$ cat src/ftcu_defs.svh
// Register map, field positions and divider counts of the four timer unit
`ifndef FTCU_DEFS_SVH
`define FTCU_DEFS_SVH

`define FTCU_AW 5
`define FTCU_A_CKCTL 5'h00
`define FTCU_A_T01MD 5'h01
`define FTCU_A_T0L 5'h02
`define FTCU_A_T0H 5'h03
`define FTCU_A_T1L 5'h04
`define FTCU_A_T1H 5'h05
`define FTCU_A_T2CTL 5'h06
`define FTCU_A_T2L 5'h07
`define FTCU_A_T2H 5'h08
`define FTCU_A_T2RL 5'h09
`define FTCU_A_T2RH 5'h0A
`define FTCU_A_T3CTL 5'h0B
`define FTCU_A_T3L 5'h0C
`define FTCU_A_T3H 5'h0D
`define FTCU_A_T3RL 5'h0E
`define FTCU_A_T3RH 5'h0F
`define FTCU_A_STAT 5'h10
`define FTCU_A_MASK 5'h11

`define FTCU_RST_BYTE 8'h00

// Clock control byte
`define FTCU_CK_SCA_LO 0
`define FTCU_CK_SCA_HI 1
`define FTCU_CK_T0SEL 2
`define FTCU_CK_T1SEL 3
`define FTCU_CK_USED 8'h0F

// Timer 0/1 mode byte
`define FTCU_MD_T0M_LO 0
`define FTCU_MD_T0M_HI 1
`define FTCU_MD_T0CNT 2
`define FTCU_MD_T0RUN 3
`define FTCU_MD_T1M_LO 4
`define FTCU_MD_T1M_HI 5
`define FTCU_MD_T1CNT 6
`define FTCU_MD_T1RUN 7

// Timer 2/3 control byte
`define FTCU_TC_RUN 0
`define FTCU_TC_SPLIT 1
`define FTCU_TC_CAPT 2
`define FTCU_TC_SRC_LO 3
`define FTCU_TC_SRC_HI 4
`define FTCU_TC_CAPSRC 5
`define FTCU_TC_USED 8'h3F

// Status and mask bits
`define FTCU_ST_T0 0
`define FTCU_ST_T1 1
`define FTCU_ST_T2L 2
`define FTCU_ST_T2H 3
`define FTCU_ST_T3L 4
`define FTCU_ST_T3H 5
`define FTCU_ST_T2C 6
`define FTCU_ST_T3C 7

// Synchronised pin indices
`define FTCU_NPIN 6
`define FTCU_P_T0 0
`define FTCU_P_T1 1
`define FTCU_P_CMP0 2
`define FTCU_P_CMP1 3
`define FTCU_P_LFO 4
`define FTCU_P_XOSC 5

// Terminal counts of the dividers
`define FTCU_DIV12_LAST 4'hB
`define FTCU_DIV4_LAST 2'h3
`define FTCU_DIV48_LAST 6'h2F
`define FTCU_OSC8_LAST 3'h7

`endif

$ cat src/ftcu_pkg.sv
// Types shared by the four timer unit
package ftcu_pkg;
  typedef enum logic [1:0] {
    FTCU_MODE_13 = 2'h0,
    FTCU_MODE_16 = 2'h1,
    FTCU_MODE_8R = 2'h2,
    FTCU_MODE_SPLIT = 2'h3
  } ftcu_t01_mode_t;

  typedef enum logic [1:0] {
    FTCU_SRC_SYS = 2'h0,
    FTCU_SRC_DIV12 = 2'h1,
    FTCU_SRC_OSC8 = 2'h2,
    FTCU_SRC_CMP = 2'h3
  } ftcu_src_t;
endpackage

$ cat src/ftcu_tmr_if.sv
// Link between the unit top and one auto-reload timer
`timescale 1ns/10ps
interface ftcu_tmr_if;
  logic [7:0] wdata;
  logic wr_cnt_lo;
  logic wr_cnt_hi;
  logic wr_rl_lo;
  logic wr_rl_hi;
  logic run;
  logic split;
  logic capture;
  logic tick;
  logic cap_evt;
  logic [15:0] cnt;
  logic [15:0] rl;
  logic ovf_lo;
  logic ovf_hi;
  logic cap_done;

  modport ctrl (
    output wdata, wr_cnt_lo, wr_cnt_hi, wr_rl_lo, wr_rl_hi, run, split, capture, tick,
    output cap_evt,
    input cnt, rl, ovf_lo, ovf_hi, cap_done
  );
  modport tmr (
    input wdata, wr_cnt_lo, wr_cnt_hi, wr_rl_lo, wr_rl_hi, run, split, capture, tick,
    input cap_evt,
    output cnt, rl, ovf_lo, ovf_hi, cap_done
  );
endinterface

$ cat src/ftcu_top.sv
// Four counter/timer unit: two classic timers, two auto-reload timers
`timescale 1ns/10ps
`include "ftcu_defs.svh"
// Function
// - Four 16-bit timers: two classic-compatible, two auto-reload general purpose.
// - Timers 0 and 1 offer 13-bit, 16-bit and 8-bit auto-reload modes.
// - Split into two 8-bit counters works on timer 0 only.
// - Timers 2 and 3 run 16-bit auto-reload or two 8-bit auto-reload.
// - Timers 2 and 3 capture their count on oscillator or comparator period events.
// - Timers 0 and 1 pick one of five clocks via selects and scale.
// - Scale field makes prescaled clock; timers 0 and 1 each take it or system clock.
// - Timers 2 and 3 run from system clock or system clock over 12.
// - Timer 2 also runs from low-frequency oscillator over 8 or comparator 0.
// - Timer 3 also runs from external oscillator over 8 or comparator 1.
// - Counter mode increments on each falling edge of the event pin.
// - Events up to a quarter of the system clock are counted.
// - Timers measure intervals, count events and raise periodic interrupts.
// - Timer 0 clock select is ignored while counting pin events, except by the split high byte.
// - Timer 0 select one means system clock, zero means prescaled clock.
module ftcu_top (
  input wire logic clock,
  input wire logic rst_b,
  input wire logic [`FTCU_AW-1:0] reg_addr,
  input wire logic [7:0] reg_wdata,
  input wire logic reg_wr,
  input wire logic reg_rd,
  output logic [7:0] reg_rdata,
  input wire logic timer0_event_pin,
  input wire logic timer1_event_pin,
  input wire logic comp0_out,
  input wire logic comp1_out,
  input wire logic lfo_clock,
  input wire logic ext_osc_clock,
  output logic irq
);
  import ftcu_pkg::*;

  logic [`FTCU_NPIN-1:0] pin_meta;
  logic [`FTCU_NPIN-1:0] pin_sync;
  logic [`FTCU_NPIN-1:0] pin_last;
  logic [`FTCU_NPIN-1:0] pin_fall;
  logic [`FTCU_NPIN-1:0] pin_rise;
  logic [7:0] ck_ctl;
  logic [7:0] t01_md;
  logic [7:0] t0_lo;
  logic [7:0] t0_hi;
  logic [7:0] t1_lo;
  logic [7:0] t1_hi;
  logic [7:0] t2_ctl;
  logic [7:0] t3_ctl;
  logic [7:0] stat;
  logic [7:0] mask;
  logic [7:0] next_rdata;
  logic [7:0] stat_clr;
  logic [7:0] stat_set;
  logic [3:0] div12_cnt;
  logic [1:0] div4_cnt;
  logic [5:0] div48_cnt;
  logic [2:0] lfo_div;
  logic [2:0] xosc_div;
  logic tick12;
  logic tick4;
  logic tick48;
  logic lfo8;
  logic xosc8;
  logic pre_tick;
  logic [1:0] clock_prescale_field;
  logic timer0_clock_select;
  logic timer1_clock_select;
  logic timer0_counter_mode_select;
  logic timer1_counter_mode_select;
  ftcu_t01_mode_t t0_mode;
  ftcu_t01_mode_t t1_mode;
  logic t0_run;
  logic t1_run;
  logic t0_split;
  logic tick0;
  logic tick1;
  logic tmr_tick0;
  logic wr_t0l;
  logic wr_t0h;
  logic wr_t1l;
  logic wr_t1h;
  logic t0_adv;
  logic t0h_adv;
  logic t1_adv;
  logic [16:0] t0_step;
  logic [16:0] t1_step;
  logic [8:0] t0_split_lo;
  logic t0_ovf;
  logic t0h_ovf;
  logic t1_ovf;

  ftcu_tmr_if t2_if ();
  ftcu_tmr_if t3_if ();

  // One step of a classic timer; returns {overflow, high, low}
  function automatic logic [16:0] ftcu_step(input ftcu_t01_mode_t m, input logic [7:0] lo,
                                            input logic [7:0] hi);
    logic [13:0] s13;
    logic [16:0] s16;
    logic [8:0] s8;
    logic [16:0] r;
    s13 = {1'b0, hi, lo[4:0]} + 14'h0001;
    s16 = {1'b0, hi, lo} + 17'h00001;
    s8 = {1'b0, lo} + 9'h001;
    case (m)
      FTCU_MODE_13: r = {s13[13], s13[12:5], lo[7:5], s13[4:0]};
      FTCU_MODE_16: r = s16;
      FTCU_MODE_8R: r = {s8[8], hi, s8[8] ? hi : s8[7:0]};
      default: r = {1'b0, hi, lo};
    endcase
    return r;
  endfunction

  function automatic logic src_tick(input ftcu_src_t s, input logic t12, input logic o8,
                                    input logic cr);
    logic r;
    case (s)
      FTCU_SRC_SYS: r = 1'b1;
      FTCU_SRC_DIV12: r = t12;
      FTCU_SRC_OSC8: r = o8;
      FTCU_SRC_CMP: r = cr;
      default: r = 1'b0;
    endcase
    return r;
  endfunction

  // Two flops, then a third for edge detection; pin levels come from other domains
  always_ff @(posedge clock or negedge rst_b) begin
    if (!rst_b) begin
      pin_meta <= '0;
      pin_sync <= '0;
      pin_last <= '0;
    end else begin
      pin_meta <= {ext_osc_clock, lfo_clock, comp1_out, comp0_out,
                   timer1_event_pin, timer0_event_pin};
      pin_sync <= pin_meta;
      pin_last <= pin_sync;
    end
  end

  // Two-cycle hold by the source keeps a level from slipping between samples
  assign pin_fall = pin_last & ~pin_sync;
  assign pin_rise = pin_sync & ~pin_last;

  always_ff @(posedge clock or negedge rst_b) begin
    if (!rst_b) begin
      div12_cnt <= '0;
      div4_cnt <= '0;
      div48_cnt <= '0;
    end else begin
      div12_cnt <= tick12 ? '0 : div12_cnt + 4'h1;
      div4_cnt <= div4_cnt + 2'h1;
      div48_cnt <= tick48 ? '0 : div48_cnt + 6'h01;
    end
  end

  assign tick12 = div12_cnt == `FTCU_DIV12_LAST;
  assign tick4 = div4_cnt == `FTCU_DIV4_LAST;
  assign tick48 = div48_cnt == `FTCU_DIV48_LAST;

  // Slow oscillators are divided on their own sampled rising edges
  always_ff @(posedge clock or negedge rst_b) begin
    if (!rst_b) begin
      lfo_div <= '0;
      xosc_div <= '0;
    end else begin
      if (pin_rise[`FTCU_P_LFO]) begin
        lfo_div <= lfo_div + 3'h1;
      end
      if (pin_rise[`FTCU_P_XOSC]) begin
        xosc_div <= xosc_div + 3'h1;
      end
    end
  end

  assign lfo8 = pin_rise[`FTCU_P_LFO] && lfo_div == `FTCU_OSC8_LAST;
  assign xosc8 = pin_rise[`FTCU_P_XOSC] && xosc_div == `FTCU_OSC8_LAST;

  assign clock_prescale_field = ck_ctl[`FTCU_CK_SCA_HI:`FTCU_CK_SCA_LO];
  assign timer0_clock_select = ck_ctl[`FTCU_CK_T0SEL];
  assign timer1_clock_select = ck_ctl[`FTCU_CK_T1SEL];
  assign timer0_counter_mode_select = t01_md[`FTCU_MD_T0CNT];
  assign timer1_counter_mode_select = t01_md[`FTCU_MD_T1CNT];
  assign t0_mode = ftcu_t01_mode_t'(t01_md[`FTCU_MD_T0M_HI:`FTCU_MD_T0M_LO]);
  assign t1_mode = ftcu_t01_mode_t'(t01_md[`FTCU_MD_T1M_HI:`FTCU_MD_T1M_LO]);
  assign t0_run = t01_md[`FTCU_MD_T0RUN];
  assign t1_run = t01_md[`FTCU_MD_T1RUN];
  assign t0_split = t0_mode == FTCU_MODE_SPLIT;

  always_comb begin
    case (clock_prescale_field)
      2'h0: pre_tick = tick12;
      2'h1: pre_tick = tick4;
      2'h2: pre_tick = tick48;
      default: pre_tick = xosc8;
    endcase
  end

  assign tmr_tick0 = timer0_clock_select ? 1'b1 : pre_tick;
  assign tick0 = timer0_counter_mode_select ? pin_fall[`FTCU_P_T0] : tmr_tick0;
  assign tick1 = timer1_counter_mode_select ? pin_fall[`FTCU_P_T1] :
                 (timer1_clock_select ? 1'b1 : pre_tick);

  assign wr_t0l = reg_wr && reg_addr == `FTCU_A_T0L;
  assign wr_t0h = reg_wr && reg_addr == `FTCU_A_T0H;
  assign wr_t1l = reg_wr && reg_addr == `FTCU_A_T1L;
  assign wr_t1h = reg_wr && reg_addr == `FTCU_A_T1H;

  assign t0_step = ftcu_step(t0_mode, t0_lo, t0_hi);
  assign t1_step = ftcu_step(t1_mode, t1_lo, t1_hi);
  assign t0_split_lo = {1'b0, t0_lo} + 9'h001;

  // A bus write to either byte suspends the step; the split high byte stops only for its own write
  assign t0_adv = t0_run && tick0 && !wr_t0l && !wr_t0h;
  assign t0h_adv = t0_split && t1_run && tmr_tick0 && !wr_t0h;
  // While timer 0 is split, timer 1 runs free but raises no flag
  assign t1_adv = (t1_run || t0_split) && tick1 && !wr_t1l && !wr_t1h &&
                  t1_mode != FTCU_MODE_SPLIT;

  assign t0_ovf = t0_adv && (t0_split ? t0_split_lo[8] : t0_step[16]);
  assign t0h_ovf = t0h_adv && &t0_hi;
  assign t1_ovf = t1_adv && !t0_split && t1_step[16];

  always_ff @(posedge clock or negedge rst_b) begin
    if (!rst_b) begin
      t0_lo <= `FTCU_RST_BYTE;
    end else if (wr_t0l) begin
      t0_lo <= reg_wdata;
    end else if (t0_adv) begin
      t0_lo <= t0_split ? t0_split_lo[7:0] : t0_step[7:0];
    end
  end

  always_ff @(posedge clock or negedge rst_b) begin
    if (!rst_b) begin
      t0_hi <= `FTCU_RST_BYTE;
    end else if (wr_t0h) begin
      t0_hi <= reg_wdata;
    end else if (t0_split) begin
      if (t0h_adv) begin
        t0_hi <= t0_hi + 8'h01;
      end
    end else if (t0_adv) begin
      t0_hi <= t0_step[15:8];
    end
  end

  always_ff @(posedge clock or negedge rst_b) begin
    if (!rst_b) begin
      t1_lo <= `FTCU_RST_BYTE;
      t1_hi <= `FTCU_RST_BYTE;
    end else if (wr_t1l || wr_t1h) begin
      if (wr_t1l) begin
        t1_lo <= reg_wdata;
      end
      if (wr_t1h) begin
        t1_hi <= reg_wdata;
      end
    end else if (t1_adv) begin
      t1_lo <= t1_step[7:0];
      t1_hi <= t1_step[15:8];
    end
  end

  // Auto-reload timers 2 and 3
  assign t2_if.wdata = reg_wdata;
  assign t2_if.wr_cnt_lo = reg_wr && reg_addr == `FTCU_A_T2L;
  assign t2_if.wr_cnt_hi = reg_wr && reg_addr == `FTCU_A_T2H;
  assign t2_if.wr_rl_lo = reg_wr && reg_addr == `FTCU_A_T2RL;
  assign t2_if.wr_rl_hi = reg_wr && reg_addr == `FTCU_A_T2RH;
  assign t2_if.run = t2_ctl[`FTCU_TC_RUN];
  assign t2_if.split = t2_ctl[`FTCU_TC_SPLIT];
  assign t2_if.capture = t2_ctl[`FTCU_TC_CAPT];
  assign t2_if.tick = src_tick(ftcu_src_t'(t2_ctl[`FTCU_TC_SRC_HI:`FTCU_TC_SRC_LO]),
                               tick12, lfo8, pin_rise[`FTCU_P_CMP0]);
  assign t2_if.cap_evt = t2_ctl[`FTCU_TC_CAPSRC] ? pin_rise[`FTCU_P_CMP0] : lfo8;

  assign t3_if.wdata = reg_wdata;
  assign t3_if.wr_cnt_lo = reg_wr && reg_addr == `FTCU_A_T3L;
  assign t3_if.wr_cnt_hi = reg_wr && reg_addr == `FTCU_A_T3H;
  assign t3_if.wr_rl_lo = reg_wr && reg_addr == `FTCU_A_T3RL;
  assign t3_if.wr_rl_hi = reg_wr && reg_addr == `FTCU_A_T3RH;
  assign t3_if.run = t3_ctl[`FTCU_TC_RUN];
  assign t3_if.split = t3_ctl[`FTCU_TC_SPLIT];
  assign t3_if.capture = t3_ctl[`FTCU_TC_CAPT];
  assign t3_if.tick = src_tick(ftcu_src_t'(t3_ctl[`FTCU_TC_SRC_HI:`FTCU_TC_SRC_LO]),
                               tick12, xosc8, pin_rise[`FTCU_P_CMP1]);
  assign t3_if.cap_evt = t3_ctl[`FTCU_TC_CAPSRC] ? pin_rise[`FTCU_P_CMP1] : xosc8;

  ftcu_reload_timer u_timer2 (
    .clock(clock),
    .rst_b(rst_b),
    .bus(t2_if.tmr)
  );

  ftcu_reload_timer u_timer3 (
    .clock(clock),
    .rst_b(rst_b),
    .bus(t3_if.tmr)
  );

  // Configuration registers
  always_ff @(posedge clock or negedge rst_b) begin
    if (!rst_b) begin
      ck_ctl <= `FTCU_RST_BYTE;
      t01_md <= `FTCU_RST_BYTE;
      t2_ctl <= `FTCU_RST_BYTE;
      t3_ctl <= `FTCU_RST_BYTE;
      mask <= `FTCU_RST_BYTE;
    end else if (reg_wr) begin
      case (reg_addr)
        `FTCU_A_CKCTL: ck_ctl <= reg_wdata & `FTCU_CK_USED;
        `FTCU_A_T01MD: t01_md <= reg_wdata;
        `FTCU_A_T2CTL: t2_ctl <= reg_wdata & `FTCU_TC_USED;
        `FTCU_A_T3CTL: t3_ctl <= reg_wdata & `FTCU_TC_USED;
        `FTCU_A_MASK: mask <= reg_wdata;
        default: ;
      endcase
    end
  end

  // Sticky flags: write one clears, a new event in the same cycle wins
  assign stat_clr = (reg_wr && reg_addr == `FTCU_A_STAT) ? reg_wdata : 8'h00;

  always_comb begin
    stat_set = 8'h00;
    stat_set[`FTCU_ST_T0] = t0_ovf;
    stat_set[`FTCU_ST_T1] = t1_ovf || t0h_ovf;
    stat_set[`FTCU_ST_T2L] = t2_if.ovf_lo;
    stat_set[`FTCU_ST_T2H] = t2_if.ovf_hi;
    stat_set[`FTCU_ST_T3L] = t3_if.ovf_lo;
    stat_set[`FTCU_ST_T3H] = t3_if.ovf_hi;
    stat_set[`FTCU_ST_T2C] = t2_if.cap_done;
    stat_set[`FTCU_ST_T3C] = t3_if.cap_done;
  end

  always_ff @(posedge clock or negedge rst_b) begin
    if (!rst_b) begin
      stat <= `FTCU_RST_BYTE;
    end else begin
      stat <= (stat & ~stat_clr) | stat_set;
    end
  end

  assign irq = |(stat & mask);

  always_comb begin
    case (reg_addr)
      `FTCU_A_CKCTL: next_rdata = ck_ctl;
      `FTCU_A_T01MD: next_rdata = t01_md;
      `FTCU_A_T0L: next_rdata = t0_lo;
      `FTCU_A_T0H: next_rdata = t0_hi;
      `FTCU_A_T1L: next_rdata = t1_lo;
      `FTCU_A_T1H: next_rdata = t1_hi;
      `FTCU_A_T2CTL: next_rdata = t2_ctl;
      `FTCU_A_T2L: next_rdata = t2_if.cnt[7:0];
      `FTCU_A_T2H: next_rdata = t2_if.cnt[15:8];
      `FTCU_A_T2RL: next_rdata = t2_if.rl[7:0];
      `FTCU_A_T2RH: next_rdata = t2_if.rl[15:8];
      `FTCU_A_T3CTL: next_rdata = t3_ctl;
      `FTCU_A_T3L: next_rdata = t3_if.cnt[7:0];
      `FTCU_A_T3H: next_rdata = t3_if.cnt[15:8];
      `FTCU_A_T3RL: next_rdata = t3_if.rl[7:0];
      `FTCU_A_T3RH: next_rdata = t3_if.rl[15:8];
      `FTCU_A_STAT: next_rdata = stat;
      `FTCU_A_MASK: next_rdata = mask;
      default: next_rdata = 8'h00;
    endcase
  end

  // Data shows only in the cycle after the read strobe
  always_ff @(posedge clock or negedge rst_b) begin
    if (!rst_b) begin
      reg_rdata <= 8'h00;
    end else begin
      reg_rdata <= reg_rd ? next_rdata : 8'h00;
    end
  end
endmodule

$ cat src/ftcu_reload_timer.sv
// Auto-reload timer with 16-bit, split 8-bit and capture modes
`timescale 1ns/10ps
`include "ftcu_defs.svh"
module ftcu_reload_timer (
  input wire logic clock,
  input wire logic rst_b,
  ftcu_tmr_if.tmr bus
);
  import ftcu_pkg::*;

  logic adv;
  logic lo_full;
  logic hi_full;

  assign adv = bus.run && bus.tick && !bus.wr_cnt_lo && !bus.wr_cnt_hi;
  assign lo_full = &bus.cnt[7:0];
  assign hi_full = &bus.cnt[15:8];

  always_ff @(posedge clock or negedge rst_b) begin
    if (!rst_b) begin
      bus.cnt <= {2{`FTCU_RST_BYTE}};
    end else if (adv) begin
      if (bus.split) begin
        bus.cnt[7:0] <= lo_full ? bus.rl[7:0] : bus.cnt[7:0] + 8'h01;
        bus.cnt[15:8] <= hi_full ? bus.rl[15:8] : bus.cnt[15:8] + 8'h01;
      end else if (bus.capture || !(lo_full && hi_full)) begin
        bus.cnt <= bus.cnt + 16'h0001;
      end else begin
        bus.cnt <= bus.rl;
      end
    end else begin
      if (bus.wr_cnt_lo) begin
        bus.cnt[7:0] <= bus.wdata;
      end
      if (bus.wr_cnt_hi) begin
        bus.cnt[15:8] <= bus.wdata;
      end
    end
  end

  // Capture beats a bus write to the reload bytes in the same cycle
  always_ff @(posedge clock or negedge rst_b) begin
    if (!rst_b) begin
      bus.rl <= {2{`FTCU_RST_BYTE}};
    end else if (bus.capture && bus.cap_evt) begin
      bus.rl <= bus.cnt;
    end else begin
      if (bus.wr_rl_lo) begin
        bus.rl[7:0] <= bus.wdata;
      end
      if (bus.wr_rl_hi) begin
        bus.rl[15:8] <= bus.wdata;
      end
    end
  end

  always_ff @(posedge clock or negedge rst_b) begin
    if (!rst_b) begin
      bus.ovf_lo <= 1'b0;
      bus.ovf_hi <= 1'b0;
      bus.cap_done <= 1'b0;
    end else begin
      bus.ovf_lo <= adv && bus.split && lo_full;
      bus.ovf_hi <= adv && hi_full && (bus.split || lo_full);
      bus.cap_done <= bus.capture && bus.cap_evt;
    end
  end
endmodule

$ cat config.mk
export PLATFORM = sky130hd
export DESIGN_NAME = ftcu_top
export DESIGN_NICKNAME = d
export VERILOG_FILES = /design/src/ftcu_pkg.sv /design/src/ftcu_tmr_if.sv /design/src/ftcu_top.sv /design/src/ftcu_reload_timer.sv
export VERILOG_INCLUDE_DIRS = /design/src
export SDC_FILE = /design/constraint.sdc
export NUM_CORES = 1
export LEC_CHECK = 0
export BUFFER_PORTS_ARGS = -buffer_cell sky130_fd_sc_hd__buf_2
export CAP_MARGIN = 20
export CELL_PAD_IN_SITES_DETAIL_PLACEMENT = 0
export CELL_PAD_IN_SITES_GLOBAL_PLACEMENT = 2
export CORE_MARGIN = 5
export CORE_UTILIZATION = 40
export CTS_CLUSTER_SIZE = 10
export DETAILED_ROUTE_END_ITERATION = 16
export GPL_ROUTABILITY_DRIVEN = 0
export PLACE_DENSITY_LB_ADDON = 0.1
export SLEW_MARGIN = 5
export SYNTH_ARGS = -nofsm -noshare
export SYNTH_HDL_FRONTEND = slang
export SYNTH_SLANG_ARGS = --single-unit
$ cat constraint.sdc
create_clock -name clock -period 4.7 [get_ports clock]
set_clock_uncertainty 0.1 [all_clocks]
set_input_delay 0.94 -clock clock [delete_from_list [all_inputs] [get_ports clock]]
set_output_delay 0.94 -clock clock [all_outputs]
set_load 0.05 [all_outputs]
==> Word level (Yosys, flattened, before mapping) <==
Index checks and enable logic that the tools add are counted.
{ "classes": {"addsub": 18, "n_mul": 0, "div": 0, "n_lt_le_gt_ge": 0, "eq_ne": 43, "shift": 0, "mux": 52, "bitwise": 8, "n_reduce_logical": 105} }
{ "op_table": {"columns": ["op", "n"], "rows": [
  ["$mux 8", 29],
  ["$pmux 8 s18", 1],
  ["$mux 16", 8],
  ["$pmux 17 s3", 2],
  ["$logic_and 1x1->1", 47],
  ["$add 8x1->8 const B", 5],
  ["$eq 5x4->1 const B", 8],
  ["$reduce_and 8->1", 5],
  ["$add 16x1->17 const B", 2],
  ["$add 16x1->16 const B", 2],
  ["$add 13x1->14 const B", 2],
  ["$eq 5x3->1 const B", 4],
  ["$reduce_bool 2->1", 10],
  ["$add 8x1->9 const B", 2],
  ["$eq 2x2->1 const B", 9],
  ["$and 8x8->8", 2],
  ["$reduce_and 2->1", 6],
  ["$reduce_and 4->1", 3],
  ["$reduce_bool 4->1", 3],
  ["$logic_not 1->1", 11],
  ["$eq 2x1->1 const B", 5],
  ["$eq 5x2->1 const B", 2],
  ["$eq 5x5->1 const B", 2],
  ["$logic_not 2->1", 5],
  ["28 further kinds", 51]
]} }
{ "word_totals": {"ff_bits": 186, "latch_bits": 0, "ram_bits": 0, "rom_bits": 0, "inputBits": 23, "output_inout_bits": 9, "elab_cells": 261, "memories": 0} }

==> Depth between registers and ports, before layout <==
{ "logic_depth": {"word_depth": 14, "mapped_depth": 10, "depth_no_buf": 8} }

==> By module <==
Synthesis repeated with hierarchy kept, for this count alone.
{ "unflattened": {"cells_unflattened": 1297, "hier_area_um2": 11796.3} }
{ "modules_own_cells": {"columns": ["mod", "instances", "cells_per_inst", "area_per_inst_um2", "seq_area_each_um2"], "rows": [
  ["ftcu_top", 1, 787, 7284.5, 2902.8],
  ["ftcu_reload_timer", 2, 255, 2255.9, 875.8]
]} }

==> Least setup slack after synthesis <==
No wires, ideal clock.
{ "synth_path": {"path_kind": "input-to-reg", "start": "input port reg_addr[3]", "end": "register t1_lo[0]", "setup_time_ns": 0.125, "arrival_time_ns": 2.675, "required_time_ns": 4.475, "slack_ns": 1.800, "stages": 8, "path_buffers": 2, "path_cell_list": "buf_4 -> or3b_1 -> buf_4 -> nor2_4 -> and2_1 -> nor2_1 -> o2bb2ai_2 -> mux2_2"} }
{ "synth_between": {"elab_chain_cells": 8, "elab_cells_between_ends": 15, "cone_classes": "eq/ne: 3; mux: 1; reduce/logical: 11"} }
{ "synth_lines": {"columns": ["item", "line", "source"], "rows": [
  ["start: declaration", "ftcu_top.sv:23", "input wire logic [`FTCU_AW-1:0] reg_addr,"],
  ["$eq 5x3->1", null, null],
  ["$logic_and 1x1->1 (no source line)", null, null],
  ["$logic_not 1->1", "ftcu_top.sv:219", "assign t1_adv = (t1_run || t0_split) && tick1 && !wr_t1l && !wr_t1h &&"],
  ["$logic_and 1x1->1 (3 in series)", "ftcu_top.sv:219", null],
  ["$reduce_bool 2->1 (no source line)", null, null],
  ["$reduce_and 3->1 (no source line)", null, null],
  ["end signal: assignment", "ftcu_top.sv:252", "t1_lo <= `FTCU_RST_BYTE;"],
  ["end signal: assignment", "ftcu_top.sv:256", "t1_lo <= reg_wdata;"],
  ["end signal: assignment", "ftcu_top.sv:262", "t1_lo <= t1_step[7:0];"],
  ["end: declaration", "ftcu_top.sv:47", "logic [7:0] t1_lo;"]
]} }
Parallel ways exist; a longest one is shown, timed or not.
A chain may end at the register's enable or synchronous reset.

==> Worst setup path in the final report <==
{ "layout_path": {"start": "register u_timer3.bus.cnt[9]", "end": "register u_timer3.bus.cnt[15]"} }
{ "layout_between": {"elab_chain_cells": 7, "elab_cells_between_ends": 10, "cone_classes": "add/sub: 2; mux: 4; reduce/logical: 4"} }
{ "layout_lines": {"columns": ["item", "line", "source"], "rows": [
  ["start: declaration", "ftcu_tmr_if.sv:28", "output cnt, rl, ovf_lo, ovf_hi, cap_done"],
  ["start signal: assignment", "ftcu_reload_timer.sv:21", "bus.cnt <= {2{`FTCU_RST_BYTE}};"],
  ["start signal: assignment", "ftcu_reload_timer.sv:25", "bus.cnt[15:8] <= hi_full ? bus.rl[15:8] : bus.cnt[15:8] + 8'h01;"],
  ["start signal: assignment", "ftcu_reload_timer.sv:27", "bus.cnt <= bus.cnt + 16'h0001;"],
  ["branches (longest 5 deep; another with $add 16x1->16)", null, null],
  ["$mux 16 *", "ftcu_reload_timer.sv:23", "if (bus.split) begin"],
  ["$mux 16 *", "ftcu_reload_timer.sv:22", "end else if (adv) begin"]
]} }
Every way passes the cells marked *.

==> results.ini <==
[sta]
min_period_over_period_pct=65.6
slew_headroom_pct=24.0
setup_slack_ns=1.61
fin_crit_ns=3.09
drv_slew=0
max_freq_mhz=324
final.setup.tns_ns=0
setup_viol=0
final_hold_viol_count=0
tightest_slew_ns=1.12
rsz0062_at_grt=false

[setup_path]
cp_slowest_cell=nor4b_1
critPathBufInv=0
path_cells=ha_1 > and4_1 > nand3_1 > nor4b_1 > a221oi_1 > a21oi_1
r2r_cells=6
worstSetupPathType=reg -> reg
critPathArrivalTime_ns=3.35
end_kind=flop
crit_required_ns=4.96
path_delay_family=simple AND/OR/NAND/NOR gates
critical_path.max_fanout=9
startpoint_type=flop
worst-path-stages=6
critPathMaxStageDelay_ns=0.91

[floorplan]
core_area_um2=28700
start_util_pct=40.6
rows=62
die_h_um=181
fp.dieW_um=181
ios=32
dieArea_um2=32700

[worst_hold_path]
hp-class=reg -> reg
hold_path_depth=0

[routing]
routed_wl_um=44500
ant_nets=0
firstDrtPassIters=7
via_per_inst=6.40
vias=10600
drt_iter0_drc=1347
drc=0
wl_per_cell_um=26.8

[synth]
synth_ff_type=dfrtp_1
yosys-top-cells-area=dfrtp_1 40%, mux2_2 4.6%, mux2i_1 3.7%
yosysSeqAreaShare_pct=39.9
syn-cell-area_um2=11700
yosys.area.top_type=dfrtp_1
syn_area_per_cell_um2=9.09
synth_seq_cells=186
async_flop_share_pct=100
synth_nets=1327
synthCells=1282
synth_edf_count=0
synth-warning-count=0
yosysTopAreaCellShare_pct=39.9
synth.distinct_cells=81
yosysMostFrequentCell=dfrtp_1
netlist_top_cells_count=186 x dfrtp_1, 114 x nand2_1, 112 x nor2_1

[cts]
clkSlewWorstSetupHoldPaths_ns=0.07
cts_resized=0
cts_buffer_depth=2
clk_latency_ns=0.46
holdBufCountCts=0
post_cts_buffers=0
root_buffer=clkbuf_16
h-tree-depth=4
cts_made_buffers=17
clock_sinks=186
cts_tree=done

[global_route]
grt_pass1_vias=10400
grt_pass1_wl_um=67500
grt_max_degree=86
globalRouteOverflowTotal=0
antenna_found_initial=2
grtUsageTotal_pct=26.9

[power]
leakage_nw=5.17
clkPwrFrac_pct=23.2
vdd_ir_drop_max_uv=268
power_density_nw_per_um2=489
swShare_pct=42.3
switching_power_w=0.00262
p_seq_share_pct=48.4
p_int_w=0.00358
p_comb_share_pct=28.4

[finish]
area_growth_syn_to_layout_pct=8.83
diodes=0
final-instance-count-excl-fill=1661
nNetsFinal=1310
drive_gt1_share_pct=11.9

[run]
cap_violations=0

[place]
place_inst=1627
place_ws_ns=1.25
portBuffers=31
hpwlAfterDp_um=31300

[run_status]
outcome=finished, final reports clean

## cell usage in the layout, fill, tap and decap left out, types with 5 or more instances in the layout
cell / n
o211ai_1: 9
a31oi_1: 26
o2bb2ai_1: 6
a32oi_1: 6
nand4_1: 22
a221oi_1: 22
buf_4: 17
a22oi_1: 36
o22ai_1: 14
a22o_1: 24
nor3_1: 33
ha_1: 22
a211oi_1: 18
a222oi_1: 6
dfrtp_1: 186
o21ai_0: 64
nand3b_1: 8
and2_1: 8
clkbuf_16: 17
nor4_1: 5
nand2b_1: 9
and3_1: 20
mux2_2: 48
nand2_1: 114
a21o_1: 10
nor2b_1: 9
and4_1: 7
inv_1: 29
xnor2_1: 26
mux2i_1: 43
nor2_1: 112
a211o_1: 5
or2_2: 6
nand3_1: 41
o311ai_0: 5
o31ai_1: 8
buf_2: 30
or3_1: 13
xor2_1: 18
a21oi_1: 82
## cell type report
class,instances,area (µm²)
fill,2885,16000
multi-input combinational,981,6540
sequential,186,4650
tap,384,480
clock buffer,20,447
timing repair buffer,50,347
clock inverter,11,111
inverter,29,109
## final timing paths
kind / from / to / slack [ns]
worst min register to register: pin_meta[0]$_DFF_PN0_ / pin_sync[0]$_DFF_PN0_ / 0.25
min in group asynchronous: rst_b / t0_hi[7]$_DFFE_PN0P_ / 0.42
max in group asynchronous: rst_b / t1_lo[6]$_DFFE_PN0P_ / 3.04
worst max-delay path: u_timer3.bus.cnt[9]$_DFFE_PN0P_ / u_timer3.bus.cnt[15]$_DFFE_PN0P_ / 1.61
worst min-delay path: pin_meta[0]$_DFF_PN0_ / pin_sync[0]$_DFF_PN0_ / 0.25
worst max register to register: u_timer3.bus.cnt[9]$_DFFE_PN0P_ / u_timer3.bus.cnt[15]$_DFFE_PN0P_ / 1.61
## power by group through the flow
| stage | Sequential, W | Combinational (W) | Clock (W) |
|---|---|---|---|
| 4_1_cts | 0.00297 | 0.00175 | 0.00148 |
| 6_report | 0.00300 | 0.00176 | 0.00144 |
| 2_1_floorplan | 0.00241 | 0.00153 | 0 |
| 3_3_place_gp | 0.00300 | 0.00172 | 0 |
| 5_1_grt | 0.00304 | 0.00197 | 0.00153 |
| 3_5_place_dp | 0.00300 | 0.00173 | 0 |
## worst reg2reg max path: stages (launching register included)
cell	delay, ns
dfrtp_1	0.54
ha_1	0.36
and4_1	0.33
nand3_1	0.36
nor4b_1	0.91
a221oi_1	0.22
a21oi_1	0.19
## cell families after synthesis
family / count (synthesis) / share of synthesized area (%)
adders and majority gates: 22 / 2.36
xor gates and xnor gates: 44 / 3.31
AOI/OAI and AO/OA: 391 / 23.4
muxes: 91 / 8.33
buffers and inverters: 115 / 4.09
DFF: 186 / 39.9
and+or+nand+nor: 433 / 18.6
## per-stage QoR
step	power, W	hold WS [ns]	utilization (%)	area [µm²]
floorplan	0.00394	0.231	-	11700
global route	0.00654	0.260	44.2	12700
finish	0.00620	0.252	44.2	12700
detailed placement	0.00473	0.237	42.0	12100
global placement	0.00471	0.235	42.0	12100
CTS	0.00619	0.253	44.0	12600
## sequential cells by signal, indices dropped and copies added, names as in the netlist, 8 cells and up
signal and cells:
t0_lo 8, u_timer2.bus.rl 16, stat 8, u_timer3.bus.cnt 16
u_timer2.bus.cnt 16, reg_rdata 8, u_timer3.bus.rl 16, t01_md 8
t1_lo 8, t0_hi 8, t1_hi 8, mask 8
## metal layers
| layer | GRT usage (%) | wire [µm] |
|---|---|---|
| met2 | 39.9 | 19500 |
| met4 | 10.5 | 1610 |
| met5 | 0 | 22 |
| met3 | 4.32 | 3160 |
| met1 | 39.3 | 20200 |
No activity file was read; power rests on OpenSTA's default activity.
